==> src/logic/ogo_pkg.sv <==
// Package of constants and types for the output gain and offset stage
package ogo_pkg;

  // Data widths
  localparam int SAMPLE_W = 18;
  localparam int REG_W = 16;
  localparam int ADDR_W = 10;
  localparam int DATA_W = 32;
  localparam int LAT_W = 11;

  // Gain format: sign and magnitude, unity at 0x2000
  localparam int GAIN_SIGN_BIT = 15;
  localparam int GAIN_FRAC = 13;
  localparam logic [15:0] GAIN_UNITY = 16'h2000;
  localparam int OFFS_SHIFT = SAMPLE_W - REG_W;

  // Register indices; byte address is four times the index
  localparam logic [7:0] IDX_PRIMARY_GAIN = 8'hf3;
  localparam logic [7:0] IDX_SECONDARY_GAIN = 8'hf4;
  localparam logic [7:0] IDX_CH0_I_OFFS = 8'hf5;
  localparam logic [7:0] IDX_CH0_Q_OFFS = 8'hf6;
  localparam logic [7:0] IDX_CH1_I_OFFS = 8'hf7;
  localparam logic [7:0] IDX_CH1_Q_OFFS = 8'hf8;
  localparam logic [7:0] IDX_MODE_CFG = 8'hf9;
  localparam logic [7:0] IDX_STATUS = 8'hfa;
  localparam logic [7:0] IDX_CANCEL_DLY = 8'hfb;

  // Reset values
  localparam logic [15:0] RST_GAIN = 16'h0000;
  localparam logic [15:0] RST_OFFS = 16'h0000;
  localparam logic [15:0] RST_CFG = 16'h0000;
  localparam logic [7:0] RST_CANCEL_DLY = 8'h00;

  // Mode register fields
  localparam int CFG_INTERP_LSB = 0;
  localparam int CFG_TWO_CHAN = 2;
  localparam int CFG_DECIM2 = 3;
  localparam int CFG_CLK_MODE = 4;
  localparam int CFG_CORE_LSB = 5;
  localparam int CFG_TX_LSB = 7;
  localparam int CFG_STAGE_LSB = 9;
  localparam int NUM_STAGES = 4;

  // Status register fields
  localparam int ST_CLK_OK = 11;
  localparam int ST_HALF_RATE = 12;

  // Latency figures in half samples: 1.5, 47.5 and 16.5 samples
  localparam logic [13:0] LAT_DIS_HALF = 14'h0003;
  localparam logic [13:0] LAT_EN_HALF = 14'h005f;
  localparam logic [13:0] LAT_FIX_HALF = 14'h0021;

  // Interpolation modes
  typedef enum logic [1:0] {
    OGO_INTERP_NONE = 2'b00,
    OGO_INTERP_2X_CPLX = 2'b01,
    OGO_INTERP_2X_REAL = 2'b10,
    OGO_INTERP_4X_REAL = 2'b11
  } ogo_interp_type;

  // Clock ratio codes
  localparam logic [1:0] RATIO_1X = 2'b00;
  localparam logic [1:0] RATIO_2X = 2'b01;
  localparam logic [1:0] RATIO_4X = 2'b10;

  // Bus slave states, Gray along the path
  typedef enum logic [1:0] {
    OGO_BUS_IDLE = 2'b00,
    OGO_BUS_ACK = 2'b01
  } ogo_bus_type;

endpackage : ogo_pkg

==> src/logic/ogo_lane.sv <==
// One sample lane: sign-magnitude gain, dc offset and saturation
`timescale 1ns/10ps
`default_nettype none
module ogo_lane (
  // Clock and reset
  input wire logic ref_clk,
  input wire logic arst_n,
  // Sample in
  input wire logic in_valid,
  input wire logic [ogo_pkg::SAMPLE_W-1:0] sample,
  // Settings
  input wire logic [ogo_pkg::REG_W-1:0] gain,
  input wire logic [ogo_pkg::REG_W-1:0] offset,
  // Sample out
  output logic [ogo_pkg::SAMPLE_W-1:0] result_q
);

  localparam int PROD_W = ogo_pkg::SAMPLE_W + ogo_pkg::REG_W;
  localparam int SCL_W = PROD_W - ogo_pkg::GAIN_FRAC;
  localparam int SUM_W = SCL_W + 2;
  localparam logic signed [SUM_W-1:0] SAT_MAX =
    SUM_W'(signed'(2 ** (ogo_pkg::SAMPLE_W - 1) - 1));
  localparam logic signed [SUM_W-1:0] SAT_MIN =
    SUM_W'(signed'(-(2 ** (ogo_pkg::SAMPLE_W - 1))));

  logic signed [PROD_W-1:0] prod;
  logic signed [SCL_W-1:0] scaled;
  logic signed [SUM_W-1:0] signed_gain;
  logic signed [SUM_W-1:0] offs_ext;
  logic signed [SUM_W-1:0] sum;
  logic [ogo_pkg::SAMPLE_W-1:0] result_d;

  // Magnitude multiply, then apply the sign bit as a phase inversion
  always_comb begin
    prod = $signed(sample) * $signed({1'b0, gain[ogo_pkg::GAIN_SIGN_BIT-1:0]});
    scaled = prod[PROD_W-1:ogo_pkg::GAIN_FRAC];
    if (gain[ogo_pkg::GAIN_SIGN_BIT]) begin
      signed_gain = -SUM_W'(scaled);
    end else begin
      signed_gain = SUM_W'(scaled);
    end
    // Offset sits on the upper bits of the sample word
    offs_ext = SUM_W'($signed({offset, {ogo_pkg::OFFS_SHIFT{1'b0}}}));
    sum = signed_gain + offs_ext;
    // Clip instead of wrapping when boost or offset overflows
    if (sum > SAT_MAX) begin
      result_d = SAT_MAX[ogo_pkg::SAMPLE_W-1:0];
    end else if (sum < SAT_MIN) begin
      result_d = SAT_MIN[ogo_pkg::SAMPLE_W-1:0];
    end else begin
      result_d = sum[ogo_pkg::SAMPLE_W-1:0];
    end
  end

  // Output word holds between samples
  always_ff @(posedge ref_clk or negedge arst_n) begin
    if (!arst_n) begin
      result_q <= '0;
    end else if (in_valid) begin
      result_q <= result_d;
    end
  end

endmodule : ogo_lane
`default_nettype wire

==> src/logic/ogo_stage.sv <==
// Output gain and offset stage with Avalon-MM register slave
// Summary of operation
// - Bit 15 of each port gain is a sign; set inverts the port's phase.
// - Results beyond the 18-bit range clip instead of wrapping.
// - Channel-0 I offset is added to port A I samples, sole I offset in one-channel use.
// - Each offset is signed 16-bit, aligned to the top 16 bits of the sample.
// - In 2x or 4x real output, channel-0 I offset applies to channel-0 real samples.
// - Channel-0 Q offset is added to port A Q samples, sole Q offset in one-channel use.
// - In two-channel use the channel-1 I offset goes to port B I samples.
// - In 2x or 4x real output, channel-1 I offset applies to channel-1 real samples.
// - In two-channel use the channel-1 Q offset goes to port B Q samples.
// - All four offsets are read/write and clear to zero at reset.
// - Latency is 1.5 per disabled stage, delay plus 47.5 per enabled one, plus 16.5.
// - A fractional latency rounds up to the next whole sample.
// - With 2x decimation and 2x interpolation rates match and stages run half rate.
// - First clock mode runs core at 4x and transmit at 1x, 2x or 4x.
// - Second clock mode runs core at 1x or 2x, transmit 1x, or 2x only with 2x core.
// - Gain 0x2000 is unity and gains reset to zero so outputs start at zero.
`timescale 1ns/10ps
`default_nettype none
module ogo_stage (
  // Clock and reset
  input wire logic ref_clk,
  input wire logic arst_n,
  // Avalon-MM slave
  input wire logic [ogo_pkg::ADDR_W-1:0] avs_address,
  input wire logic avs_read,
  input wire logic avs_write,
  input wire logic [3:0] avs_byteenable,
  input wire logic [ogo_pkg::DATA_W-1:0] avs_writedata,
  output logic [ogo_pkg::DATA_W-1:0] avs_readdata,
  output logic avs_waitrequest,
  // Samples in from the interpolator
  input wire logic in_valid,
  input wire logic [ogo_pkg::SAMPLE_W-1:0] in_a_i,
  input wire logic [ogo_pkg::SAMPLE_W-1:0] in_a_q,
  input wire logic [ogo_pkg::SAMPLE_W-1:0] in_b_i,
  input wire logic [ogo_pkg::SAMPLE_W-1:0] in_b_q,
  // Samples out to the converter
  output logic out_valid,
  output logic [ogo_pkg::SAMPLE_W-1:0] out_a_i,
  output logic [ogo_pkg::SAMPLE_W-1:0] out_a_q,
  output logic [ogo_pkg::SAMPLE_W-1:0] out_b_i,
  output logic [ogo_pkg::SAMPLE_W-1:0] out_b_q,
  // Clocking and rate status
  output logic [2:0] core_mult,
  output logic [2:0] tx_mult,
  output logic clock_cfg_ok,
  output logic stage_half_rate
);

  // Lanes in port order: A I, A Q, B I, B Q
  localparam int NL = 4;

  // Register state
  logic [ogo_pkg::REG_W-1:0] gain_q [2];
  logic [ogo_pkg::REG_W-1:0] offs_q [NL];
  logic [ogo_pkg::REG_W-1:0] cfg_q;
  logic [7:0] cancel_dly_q;
  logic [ogo_pkg::LAT_W-1:0] latency_q;
  ogo_pkg::ogo_bus_type bus_q;
  logic [ogo_pkg::DATA_W-1:0] rdata_q;
  logic wait_q;
  logic valid_q;
  logic [2:0] core_q;
  logic [2:0] tx_q;
  logic clk_ok_q;
  logic half_q;

  // Decoded bus access
  logic [7:0] idx;
  logic wr_fire;
  logic [ogo_pkg::REG_W-1:0] wmask;
  logic [ogo_pkg::REG_W-1:0] rd_word;
  logic [ogo_pkg::REG_W-1:0] status_word;

  assign idx = avs_address[ogo_pkg::ADDR_W-1:2];
  assign wr_fire = avs_write && (bus_q == ogo_pkg::OGO_BUS_ACK);
  assign wmask = {{8{avs_byteenable[1]}}, {8{avs_byteenable[0]}}};

  // Bus handshake: request seen, then one cycle later waitrequest drops
  // Waitrequest idles high so a request is never answered in the cycle
  // it first appears; the read word is registered at the edge that sees
  // the request, so it stands when waitrequest drops.
  always_ff @(posedge ref_clk or negedge arst_n) begin
    if (!arst_n) begin
      bus_q <= ogo_pkg::OGO_BUS_IDLE;
      wait_q <= 1'b1;
    end else begin
      case (bus_q)
        ogo_pkg::OGO_BUS_IDLE: begin
          if (avs_read || avs_write) begin
            bus_q <= ogo_pkg::OGO_BUS_ACK;
            wait_q <= 1'b0;
          end
        end
        ogo_pkg::OGO_BUS_ACK: begin
          bus_q <= ogo_pkg::OGO_BUS_IDLE;
          wait_q <= 1'b1;
        end
        default: begin
          bus_q <= ogo_pkg::OGO_BUS_IDLE;
          wait_q <= 1'b1;
        end
      endcase
    end
  end

  // Status word built from live state
  // Bits above the status fields read as zero
  always_comb begin
    status_word = '0;
    status_word[ogo_pkg::LAT_W-1:0] = latency_q;
    status_word[ogo_pkg::ST_CLK_OK] = clk_ok_q;
    status_word[ogo_pkg::ST_HALF_RATE] = half_q;
  end

  // Read mux; unmapped words read as zero
  // The status index has no write path, so writes to it fall away
  always_comb begin
    case (idx)
      ogo_pkg::IDX_PRIMARY_GAIN: rd_word = gain_q[0];
      ogo_pkg::IDX_SECONDARY_GAIN: rd_word = gain_q[1];
      ogo_pkg::IDX_CH0_I_OFFS: rd_word = offs_q[0];
      ogo_pkg::IDX_CH0_Q_OFFS: rd_word = offs_q[1];
      ogo_pkg::IDX_CH1_I_OFFS: rd_word = offs_q[2];
      ogo_pkg::IDX_CH1_Q_OFFS: rd_word = offs_q[3];
      ogo_pkg::IDX_MODE_CFG: rd_word = cfg_q;
      ogo_pkg::IDX_STATUS: rd_word = status_word;
      ogo_pkg::IDX_CANCEL_DLY: rd_word = {8'h00, cancel_dly_q};
      default: rd_word = '0;
    endcase
  end

  // Read data captured early so it stands when waitrequest is low
  // A master that drops read before waitrequest falls still leaves the word
  // of that read here, captured at the edge that first saw it
  always_ff @(posedge ref_clk or negedge arst_n) begin
    if (!arst_n) begin
      rdata_q <= '0;
    end else if (avs_read && bus_q == ogo_pkg::OGO_BUS_IDLE) begin
      rdata_q <= {16'h0000, rd_word};
    end
  end

  // Gain registers start at zero so ports emit zeros until programmed
  // Byte enables merge into the old value, so a half-word write keeps
  // the other byte as it was
  always_ff @(posedge ref_clk or negedge arst_n) begin
    if (!arst_n) begin
      gain_q[0] <= ogo_pkg::RST_GAIN;
      gain_q[1] <= ogo_pkg::RST_GAIN;
    end else if (wr_fire) begin
      if (idx == ogo_pkg::IDX_PRIMARY_GAIN) begin
        gain_q[0] <= (gain_q[0] & ~wmask) | (avs_writedata[15:0] & wmask);
      end
      if (idx == ogo_pkg::IDX_SECONDARY_GAIN) begin
        gain_q[1] <= (gain_q[1] & ~wmask) | (avs_writedata[15:0] & wmask);
      end
    end
  end

  // Offset registers, one per lane, cleared at reset
  // A new offset reaches the next sample only; a word already held in a
  // lane register keeps the offset it was built with
  for (genvar k = 0; k < NL; k++) begin : g_offs
    always_ff @(posedge ref_clk or negedge arst_n) begin
      if (!arst_n) begin
        offs_q[k] <= ogo_pkg::RST_OFFS;
      end else if (wr_fire && idx == ogo_pkg::IDX_CH0_I_OFFS + 8'(k)) begin
        offs_q[k] <= (offs_q[k] & ~wmask) | (avs_writedata[15:0] & wmask);
      end
    end
  end

  // Mode and cancel delay registers
  // Cancel delay is one byte wide; its upper byte lane is ignored
  always_ff @(posedge ref_clk or negedge arst_n) begin
    if (!arst_n) begin
      cfg_q <= ogo_pkg::RST_CFG;
      cancel_dly_q <= ogo_pkg::RST_CANCEL_DLY;
    end else if (wr_fire) begin
      if (idx == ogo_pkg::IDX_MODE_CFG) begin
        cfg_q <= (cfg_q & ~wmask) | (avs_writedata[15:0] & wmask);
      end
      if (idx == ogo_pkg::IDX_CANCEL_DLY && avs_byteenable[0]) begin
        cancel_dly_q <= avs_writedata[7:0];
      end
    end
  end

  // Mode decode
  ogo_pkg::ogo_interp_type interp;
  logic two_chan;
  logic real_out;
  logic [ogo_pkg::NUM_STAGES-1:0] stage_en;

  assign interp = ogo_pkg::ogo_interp_type'(cfg_q[ogo_pkg::CFG_INTERP_LSB +: 2]);
  assign two_chan = cfg_q[ogo_pkg::CFG_TWO_CHAN];
  assign real_out = (interp == ogo_pkg::OGO_INTERP_2X_REAL) ||
                    (interp == ogo_pkg::OGO_INTERP_4X_REAL);
  assign stage_en = cfg_q[ogo_pkg::CFG_STAGE_LSB +: ogo_pkg::NUM_STAGES];

  // Latency in half samples, rounded up to whole samples
  // Half samples keep the .5 figures exact; adding one before halving
  // rounds a fractional result up. The status value lags a mode write
  // by one cycle.
  logic [2:0] n_en;
  logic [13:0] lat_half;
  always_comb begin
    n_en = '0;
    for (int s = 0; s < ogo_pkg::NUM_STAGES; s++) begin
      n_en = n_en + 3'(stage_en[s]);
    end
    lat_half = 14'(3'(ogo_pkg::NUM_STAGES) - n_en) * ogo_pkg::LAT_DIS_HALF
             + 14'(n_en) * ({5'h00, cancel_dly_q, 1'b0} + ogo_pkg::LAT_EN_HALF)
             + ogo_pkg::LAT_FIX_HALF;
  end

  always_ff @(posedge ref_clk or negedge arst_n) begin
    if (!arst_n) begin
      latency_q <= '0;
    end else begin
      latency_q <= ogo_pkg::LAT_W'((lat_half + 14'h0001) >> 1);
    end
  end

  // Clock ratio and rate status
  // An illegal selection clears the ok flag and the transmit multiple
  // falls back to 1x rather than showing a rate the clocking cannot
  // make; software must poll the flag after changing ratios.
  logic [1:0] core_sel;
  logic [1:0] tx_sel;
  logic [2:0] core_d;
  logic [2:0] tx_d;
  logic ok_d;
  assign core_sel = cfg_q[ogo_pkg::CFG_CORE_LSB +: 2];
  assign tx_sel = cfg_q[ogo_pkg::CFG_TX_LSB +: 2];

  always_comb begin
    tx_d = 3'(1) << tx_sel;
    if (!cfg_q[ogo_pkg::CFG_CLK_MODE]) begin
      // First mode: core pinned at 4x, transmit any of 1x, 2x, 4x
      core_d = 3'h4;
      ok_d = (tx_sel != 2'b11);
    end else begin
      // Second mode: core 1x or 2x; 2x transmit needs 2x core
      core_d = (core_sel == ogo_pkg::RATIO_2X) ? 3'h2 : 3'h1;
      ok_d = ((core_sel == ogo_pkg::RATIO_1X) ||
              (core_sel == ogo_pkg::RATIO_2X)) &&
             ((tx_sel == ogo_pkg::RATIO_1X) ||
              (tx_sel == ogo_pkg::RATIO_2X &&
               core_sel == ogo_pkg::RATIO_2X));
    end
    if (!ok_d) begin
      tx_d = 3'h1;
    end
  end

  always_ff @(posedge ref_clk or negedge arst_n) begin
    if (!arst_n) begin
      core_q <= 3'h4;
      tx_q <= 3'h1;
      clk_ok_q <= 1'b1;
      half_q <= 1'b0;
    end else begin
      core_q <= core_d;
      tx_q <= tx_d;
      clk_ok_q <= ok_d;
      // Decimate and interpolate together: equal rates, stages at half
      half_q <= cfg_q[ogo_pkg::CFG_DECIM2] &&
                (interp != ogo_pkg::OGO_INTERP_NONE);
    end
  end

  // Offset routing per lane: 0 = A I, 1 = A Q, 2 = B I, 3 = B Q
  // In one-channel use port B mirrors the channel-0 offsets, so a stray
  // second-port stream still sees a defined correction
  logic [ogo_pkg::REG_W-1:0] lane_offs [NL];
  logic [ogo_pkg::SAMPLE_W-1:0] lane_in [NL];
  logic [ogo_pkg::SAMPLE_W-1:0] lane_out [NL];

  assign lane_in[0] = in_a_i;
  assign lane_in[1] = in_a_q;
  assign lane_in[2] = in_b_i;
  assign lane_in[3] = in_b_q;

  always_comb begin
    lane_offs[0] = offs_q[0];
    lane_offs[1] = offs_q[1];
    lane_offs[2] = offs_q[0];
    lane_offs[3] = offs_q[1];
    if (two_chan) begin
      lane_offs[2] = offs_q[2];
      lane_offs[3] = offs_q[3];
    end
    // Real output: every word of a channel takes its I offset
    if (real_out) begin
      lane_offs[1] = offs_q[0];
      lane_offs[2] = two_chan ? offs_q[2] : offs_q[0];
      lane_offs[3] = two_chan ? offs_q[2] : offs_q[0];
    end
  end

  // Four identical lanes; port A uses the primary gain
  // Lane k takes gain k/2, so both words of a port share one gain and
  // a negative code inverts the whole port
  for (genvar k = 0; k < NL; k++) begin : g_lane
    ogo_lane u_lane (
      .ref_clk(ref_clk),
      .arst_n(arst_n),
      .in_valid(in_valid),
      .sample(lane_in[k]),
      .gain(gain_q[k / 2]),
      .offset(lane_offs[k]),
      .result_q(lane_out[k])
    );
  end

  // Output valid tracks the lane register
  // Valid is one cycle behind the strobe, matching the lane register,
  // so the converter never latches a word that is still changing
  always_ff @(posedge ref_clk or negedge arst_n) begin
    if (!arst_n) begin
      valid_q <= 1'b0;
    end else begin
      valid_q <= in_valid;
    end
  end

  // Every output is a register; no logic sits between flops and ports
  assign avs_readdata = rdata_q;
  assign avs_waitrequest = wait_q;
  assign out_valid = valid_q;
  assign out_a_i = lane_out[0];
  assign out_a_q = lane_out[1];
  assign out_b_i = lane_out[2];
  assign out_b_q = lane_out[3];
  assign core_mult = core_q;
  assign tx_mult = tx_q;
  assign clock_cfg_ok = clk_ok_q;
  assign stage_half_rate = half_q;

endmodule : ogo_stage
`default_nettype wire

==> config.mk <==
export PLATFORM = sky130hd
export DESIGN_NAME = ogo_stage
export DESIGN_NICKNAME = d
export VERILOG_FILES = /design/src/logic/ogo_pkg.sv /design/src/logic/ogo_lane.sv /design/src/logic/ogo_stage.sv
export SDC_FILE = /design/constraint.sdc
export NUM_CORES = 2
export LEC_CHECK = 0
export BUFFER_PORTS_ARGS = -buffer_cell sky130_fd_sc_hd__buf_2
export CAP_MARGIN = 20
export CORE_UTILIZATION = 50
export DETAILED_ROUTE_END_ITERATION = 8
export GPL_TIMING_DRIVEN = 0
export PLACE_DENSITY = 0.67
export SLEW_MARGIN = 20
export SYNTH_ARGS = -nofsm -noshare
export SYNTH_HDL_FRONTEND = slang
export SYNTH_HIERARCHICAL = 1
export SYNTH_SLANG_ARGS = --single-unit
==> constraint.sdc <==
create_clock -name ref_clk -period 30.3 [get_ports ref_clk]
set_input_delay 1.515 -clock ref_clk [delete_from_list [all_inputs] [get_ports ref_clk]]
set_output_delay 1.515 -clock ref_clk [all_outputs]
set_load 0.01 [all_outputs]
Word-level counts from Yosys, hierarchy flattened
Cells that the tools add are included.
Word-level totals
  register bits: 231
  bits of input ports: 123
  output and inout port bits: 114
  logic and storage cells: 130
Cells by class
  add/subtract/negate cells: 16
  multiply operators: 6
  order comparisons: 8
  equality and inequality tests: 16
  shifts and indexed selects: 1
  multiplexer cells: 24
  bitwise logic cells: 16
  reductions and logical operators: 22
Operators with widths (number)
  $mux 18: 8
  $pmux 16 s9: 1
  $mul 18x16->34: 4
  $and 16x16->16: 8
  $or 16x16->16: 7
  $add 23x18->23: 4
  $gt 23x18->1 const B: 4
  $lt 23x18->1 const B: 4
  $mux 23: 4
  $neg 21->23: 4
  $eq 8x8->1 const B: 9
  $mux 48: 1
  $mux 32: 1
  $mux 16: 1
  $not 16->16: 1
  $add 12x1->12 const B: 1
  $add 12x12->12: 1
  $add 12x6->12 const B: 1
  $mul 3x10->12: 1
  $add 9x7->10 const B: 1
  $logic_and 1x1->1: 10
  $reduce_and 2->1: 4
  $mul 4x3->7 const B: 1
  $eq 2x1->1 const B: 3
  other kinds (13): 25

Longest topological paths before layout
  depth after elaboration: 8
  depth in mapped cells: 42

Hierarchy
Netlist, hierarchy kept.
By module, submodules not included
  ogo_lane at g_lane[2].u_lane: instances 1, cells an instance 1434, area each 12793.5 µm², sequential area each 450.4 µm²
  ogo_lane at g_lane[0].u_lane: instances 1, cells an instance 1444, area each 12728.5 µm², sequential area each 450.4 µm²
  ogo_lane at g_lane[1].u_lane: instances 1, cells an instance 1400, area each 12534.5 µm², sequential area each 450.4 µm²
  ogo_lane at g_lane[3].u_lane: instances 1, cells an instance 1410, area each 12472.0 µm², sequential area each 450.4 µm²
  ogo_stage: instances 1, cells an instance 742, area each 9130.0 µm², sequential area each 3958.8 µm²

Worst setup path before layout
Ideal clock, no wire load.
  path kind: in2reg
  start: input in_b_q[12] in the netlist's numbering
  end: register g_lane[3].u_lane/result_q[12] in the netlist's numbering
  setup time: 0.082 ns
  data arrival time: 11.032 ns
  data required time: 30.218 ns
  setup slack: 19.186 ns
  stages: 35
  path buffers: 2
  path through: clkbuf_1 -> nand2_1 -> fa_1 -> fa_1 -> fa_1 -> inv_1 -> fa_1 -> fa_1 -> inv_1 -> fa_1 -> inv_1 -> ha_1 -> clkbuf_1 -> nand2_1 -> o211ai_1 -> nand3_1 -> a22o_1 -> xnor2_1 -> or4_1 -> or3_1 -> or4_1 -> nand2_1 -> xnor2_1 -> ha_1 -> a21oi_1 -> or3b_1 -> o21a_1 -> a21oi_1 -> o2111ai_1 -> or4_1 -> nor4b_1 -> a31oi_1 -> nand2_1 -> or4_1 -> a31oi_1
On the way
  cells in the longest elaborated chain, start to end: 7
RTL lines
  start, declared: RTL line ogo_stage.sv:38  | input wire logic [ogo_pkg::SAMPLE_W-1:0] in_b_q,
  $mul 18x16->34 (*): RTL line ogo_lane.sv:35  | prod = $signed(sample) * $signed({1'b0, gain[ogo_pkg::GAIN_SIGN_BIT-1:0]});
  $neg 21->23: RTL line ogo_lane.sv:38  | signed_gain = -SUM_W'(scaled);
  $mux 23 (*): RTL line ogo_lane.sv:37  | if (gain[ogo_pkg::GAIN_SIGN_BIT]) begin
  $add 23x18->23 (*): RTL line ogo_lane.sv:44  | sum = signed_gain + offs_ext;
  $lt 23x18->1: RTL line ogo_lane.sv:48  | end else if (sum < SAT_MIN) begin
  $mux 18: RTL line ogo_lane.sv:48
  $mux 18 (*): RTL line ogo_lane.sv:46  | if (sum > SAT_MAX) begin
  end signal, assigned: RTL line ogo_lane.sv:60  | result_q <= result_d;
  end, declared: RTL line ogo_lane.sv:15  | output logic [ogo_pkg::SAMPLE_W-1:0] result_q
Mark *: on every way between the ends. The rest lies on a longest branch, timed or not.
A chain may end at the register's enable or synchronous reset.

==> flow_summary_export.csv <==
group,metric,value,unit
hold_path,whs_path_depth,2,
worst_setup_path,rrSetupSlack,17.57,ns
cts,clkSlewWorstSetupHoldPaths,0.07,ns
worst_setup_path,crit_path_end_kind,"register",
flow_run,drv_cap,0,
placed_design,placed_area,0.0627,mm^2
sta,setup_viol,0,
synthesis,syn_area,0.0597,mm^2
sta,slew_viol_final,0,
synthesis,ys_seq_area_share,9.66,%
worst_setup_path,r2r_cells,37,
worst_setup_path,crit_slowest_cell,"a2111oi_0",
hold_path,min-delay-start,"avs_readdata[9]",
detailed_routing,ant_nets,0,
finish,drive_gt1_share,9.01,%
sta,period_needed,12.73,ns
synthesis,synth_edf_count,0,
power_and_ir_drop,p_per_area,20.2,mW/mm^2
worst_setup_path,cp-start-kind,"register",
worst_setup_path,worst-path-max-fanout,10,
sta,fmax,78.5,MHz
hold_path,holdPathEnd,"avs_readdata[9]",
synthesis,ys_types,126,
sta,finalHoldViolCount,0,
global_routing,grt_pass1_vias,48800,
hold_path,hold_path_class,"reg2reg",
cts,htree_levels,1,
cts,ctsResizeCount,0,
die,die_w,347,um
finish,final_cell_mix,"fa_1 (1,109), inv_1 (1,095), nand2_1 (785), and2_1 (559), ha_1 (452)",
cts,insertion_delay,0.59,ns
synthesis,ys_ff_latch,230,
detailed_routing,viasPerCell,5.74,
global_routing,overflow,0,
synthesis,ys_warn_count,6,
finish,syn2layout_area_growth,6.52,%
global_routing,grt_first_pass_wirelength,283000,um
cts,cts_tree,"built",
cts,numCtsBuffers,24,
synthesis,async_flop_share,100,%
worst_setup_path,crit_required,30.77,ns
sta,max-slew-margin-rel,19.8,%
detailed_routing,vias,47200,
detailed_routing,drt_wl_total,178000,um
finish,nFillCells,10900,
finish,nets,8356,
worst_setup_path,cp.arrival,13.20,ns
cts,cts_setup_buffers,0,
worst_setup_path,critPathKind,"reg2reg",
die,boundaryPins,237,
finish,fin_area,0.0635,mm^2
global_routing,antenna_found_initial,12,
die,die-area,0.121,mm^2
die,coreArea,0.118,mm^2
synthesis,netlist_instances,6430,
finish,final_common_cell,"fa_1",
sta,rsz0062_at_grt,"no",
cts,root_buffer,"clkbuf_16",
sta,tns,0,ns
global_routing,grt_use_total,30.2,%
worst_setup_path,crit_top_cell,"fa_1",
placed_design,place_congestion,0.954,
cts,cts_buffer_depth,3,
power_and_ir_drop,p_leak,32.6,nW
power_and_ir_drop,vdd_ir_drop_max,0.0417,mV
die,rows,126,
worst_setup_path,reg2reg_to,"g_lane[3].u_lane/result_q[12]",
detailed_routing,dr.pass1.iters,6,
detailed_routing,wl_per_cell,21.7,um
placed_design,portBuffers,198,
detailed_routing,drcViolationCount,0,
run_status,outcome,"complete, no violations",
detailed_routing,drt_iter0_drc,3906,
worst_setup_path,critPathMaxStageDelay,0.77,ns
sta,timing.final.crit_share,42.0,%
placed_design,dp_hpwl,147000,um
sta,worst_pin_slew,1.20,ns
synthesis,synth_area_per_cell,9.28,um^2
die,start_util,50.5,%
cts,cts_hold_buffers,0,
global_routing,grt_max_degree,98,
die,die_y,347,um
sta,clock_skew,0.0485,ns
cts,cts_sinks,230,
synthesis,synth-main-ff-cell,"dfrtp_1",
-- critical path: cells and delay by family, from the launching register on --
family	cells	cell delay, ns
fa+ha+maj	8	3.55
xor+xnor	3	0.54
compound gates	7	2.17
simple gates	13	4.08
buf+inv	6	1.73
flops	1	0.54
-- cell type report --
type / instances / area, um^2 / area share, %
antenna: 7 / 17.5 / 0.0276
buffer: 277 / 1240 / 1.95
clock buffer: 35 / 692 / 1.09
clock inverter: 8 / 123 / 0.193
inverter: 1097 / 4120 / 6.48
multi-input combinational: 4841 / 48600 / 76.5
sequential: 230 / 5780 / 9.09
tap: 1536 / 1920 / 3.02
timing repair buffer: 201 / 1060 / 1.67
-- metal layers --
layer,routed length (um),part of all wire [%],track usage [%],vias up
met2,80200,45,47.1,1955
met4,5430,3.0,7.58,2
met1,77200,43,43.5,24000
met5,13,0.0073,0,-
met3,15400,8.6,5.39,325
li1,-,-,-,21000
-- how the worst max path moves through the flow --
| stage | from | end | cells past startpoint |
|---|---|---|---|
| 4_1_cts | in_b_q[7] | g_lane[3].u_lane/result_q[12] | 40 |
| 6_report | register | g_lane[3].u_lane/result_q[12] | 37 |
| 5_1_grt | register | g_lane[3].u_lane/result_q[12] | 37 |
| 3_5_place_dp | in_b_q[7] | g_lane[3].u_lane/result_q[12] | 40 |
| 2_1_floorplan | in_b_q[12] | g_lane[3].u_lane/result_q[12] | 35 |
| 3_3_place_gp | in_b_q[7] | g_lane[3].u_lane/result_q[12] | 40 |
-- report_power, final --
group | internal [mW] | switching, mW | leakage, nW
Sequential | 0.352 | 0.0510 | 3.00
Combinational | 0.216 | 0.350 | 29.2
Clock | 0.177 | 0.138 | 0.398
-- cell usage after synthesis (46+ instances only) --
master,n,area share [%]
nor3_1,46,0.39
fa_1,1109,37
nor2_1,181,1.1
xnor2_1,180,2.6
nand3_1,78,0.65
mux2_2,148,2.8
nand2_1,785,4.9
xor2_1,72,1.1
a21o_1,65,0.82
inv_1,1095,6.9
o21ai_0,170,1.4
clkbuf_1,213,1.3
and2_1,559,5.9
a21oi_1,190,1.6
ha_1,452,9.5
dfrtp_1,226,9.5
-- logic make-up after synthesis --
family | Yosys count | share of synthesized area (%)
buffers and inverters | 1374 | 8.98
AOI/OAI and AO/OA | 865 | 10.1
other | 1 | 0.00629
muxes | 202 | 4.04
and+or+nand+nor | 1943 | 16.8
xor gates and xnor gates | 254 | 3.75
DFF | 230 | 9.66
adders and majority gates | 1561 | 46.7
-- stage by stage --
stage                     worst slack (ns)  util, %  power [mW]  hold slack [ns]  std cells
after global placement               17.29     53.0       0.956            0.468       8179
after floorplan                      19.19        -       0.746            0.437       6445
after detailed placement             17.27     53.0       0.964            0.471       8182
final                                17.57     53.7        1.28            0.494       8232
after global routing                 17.00     53.7        1.36            0.527       8225
after CTS                            17.80     53.7        1.28            0.495       8225
No activity file was read; power rests on OpenSTA's default activity.
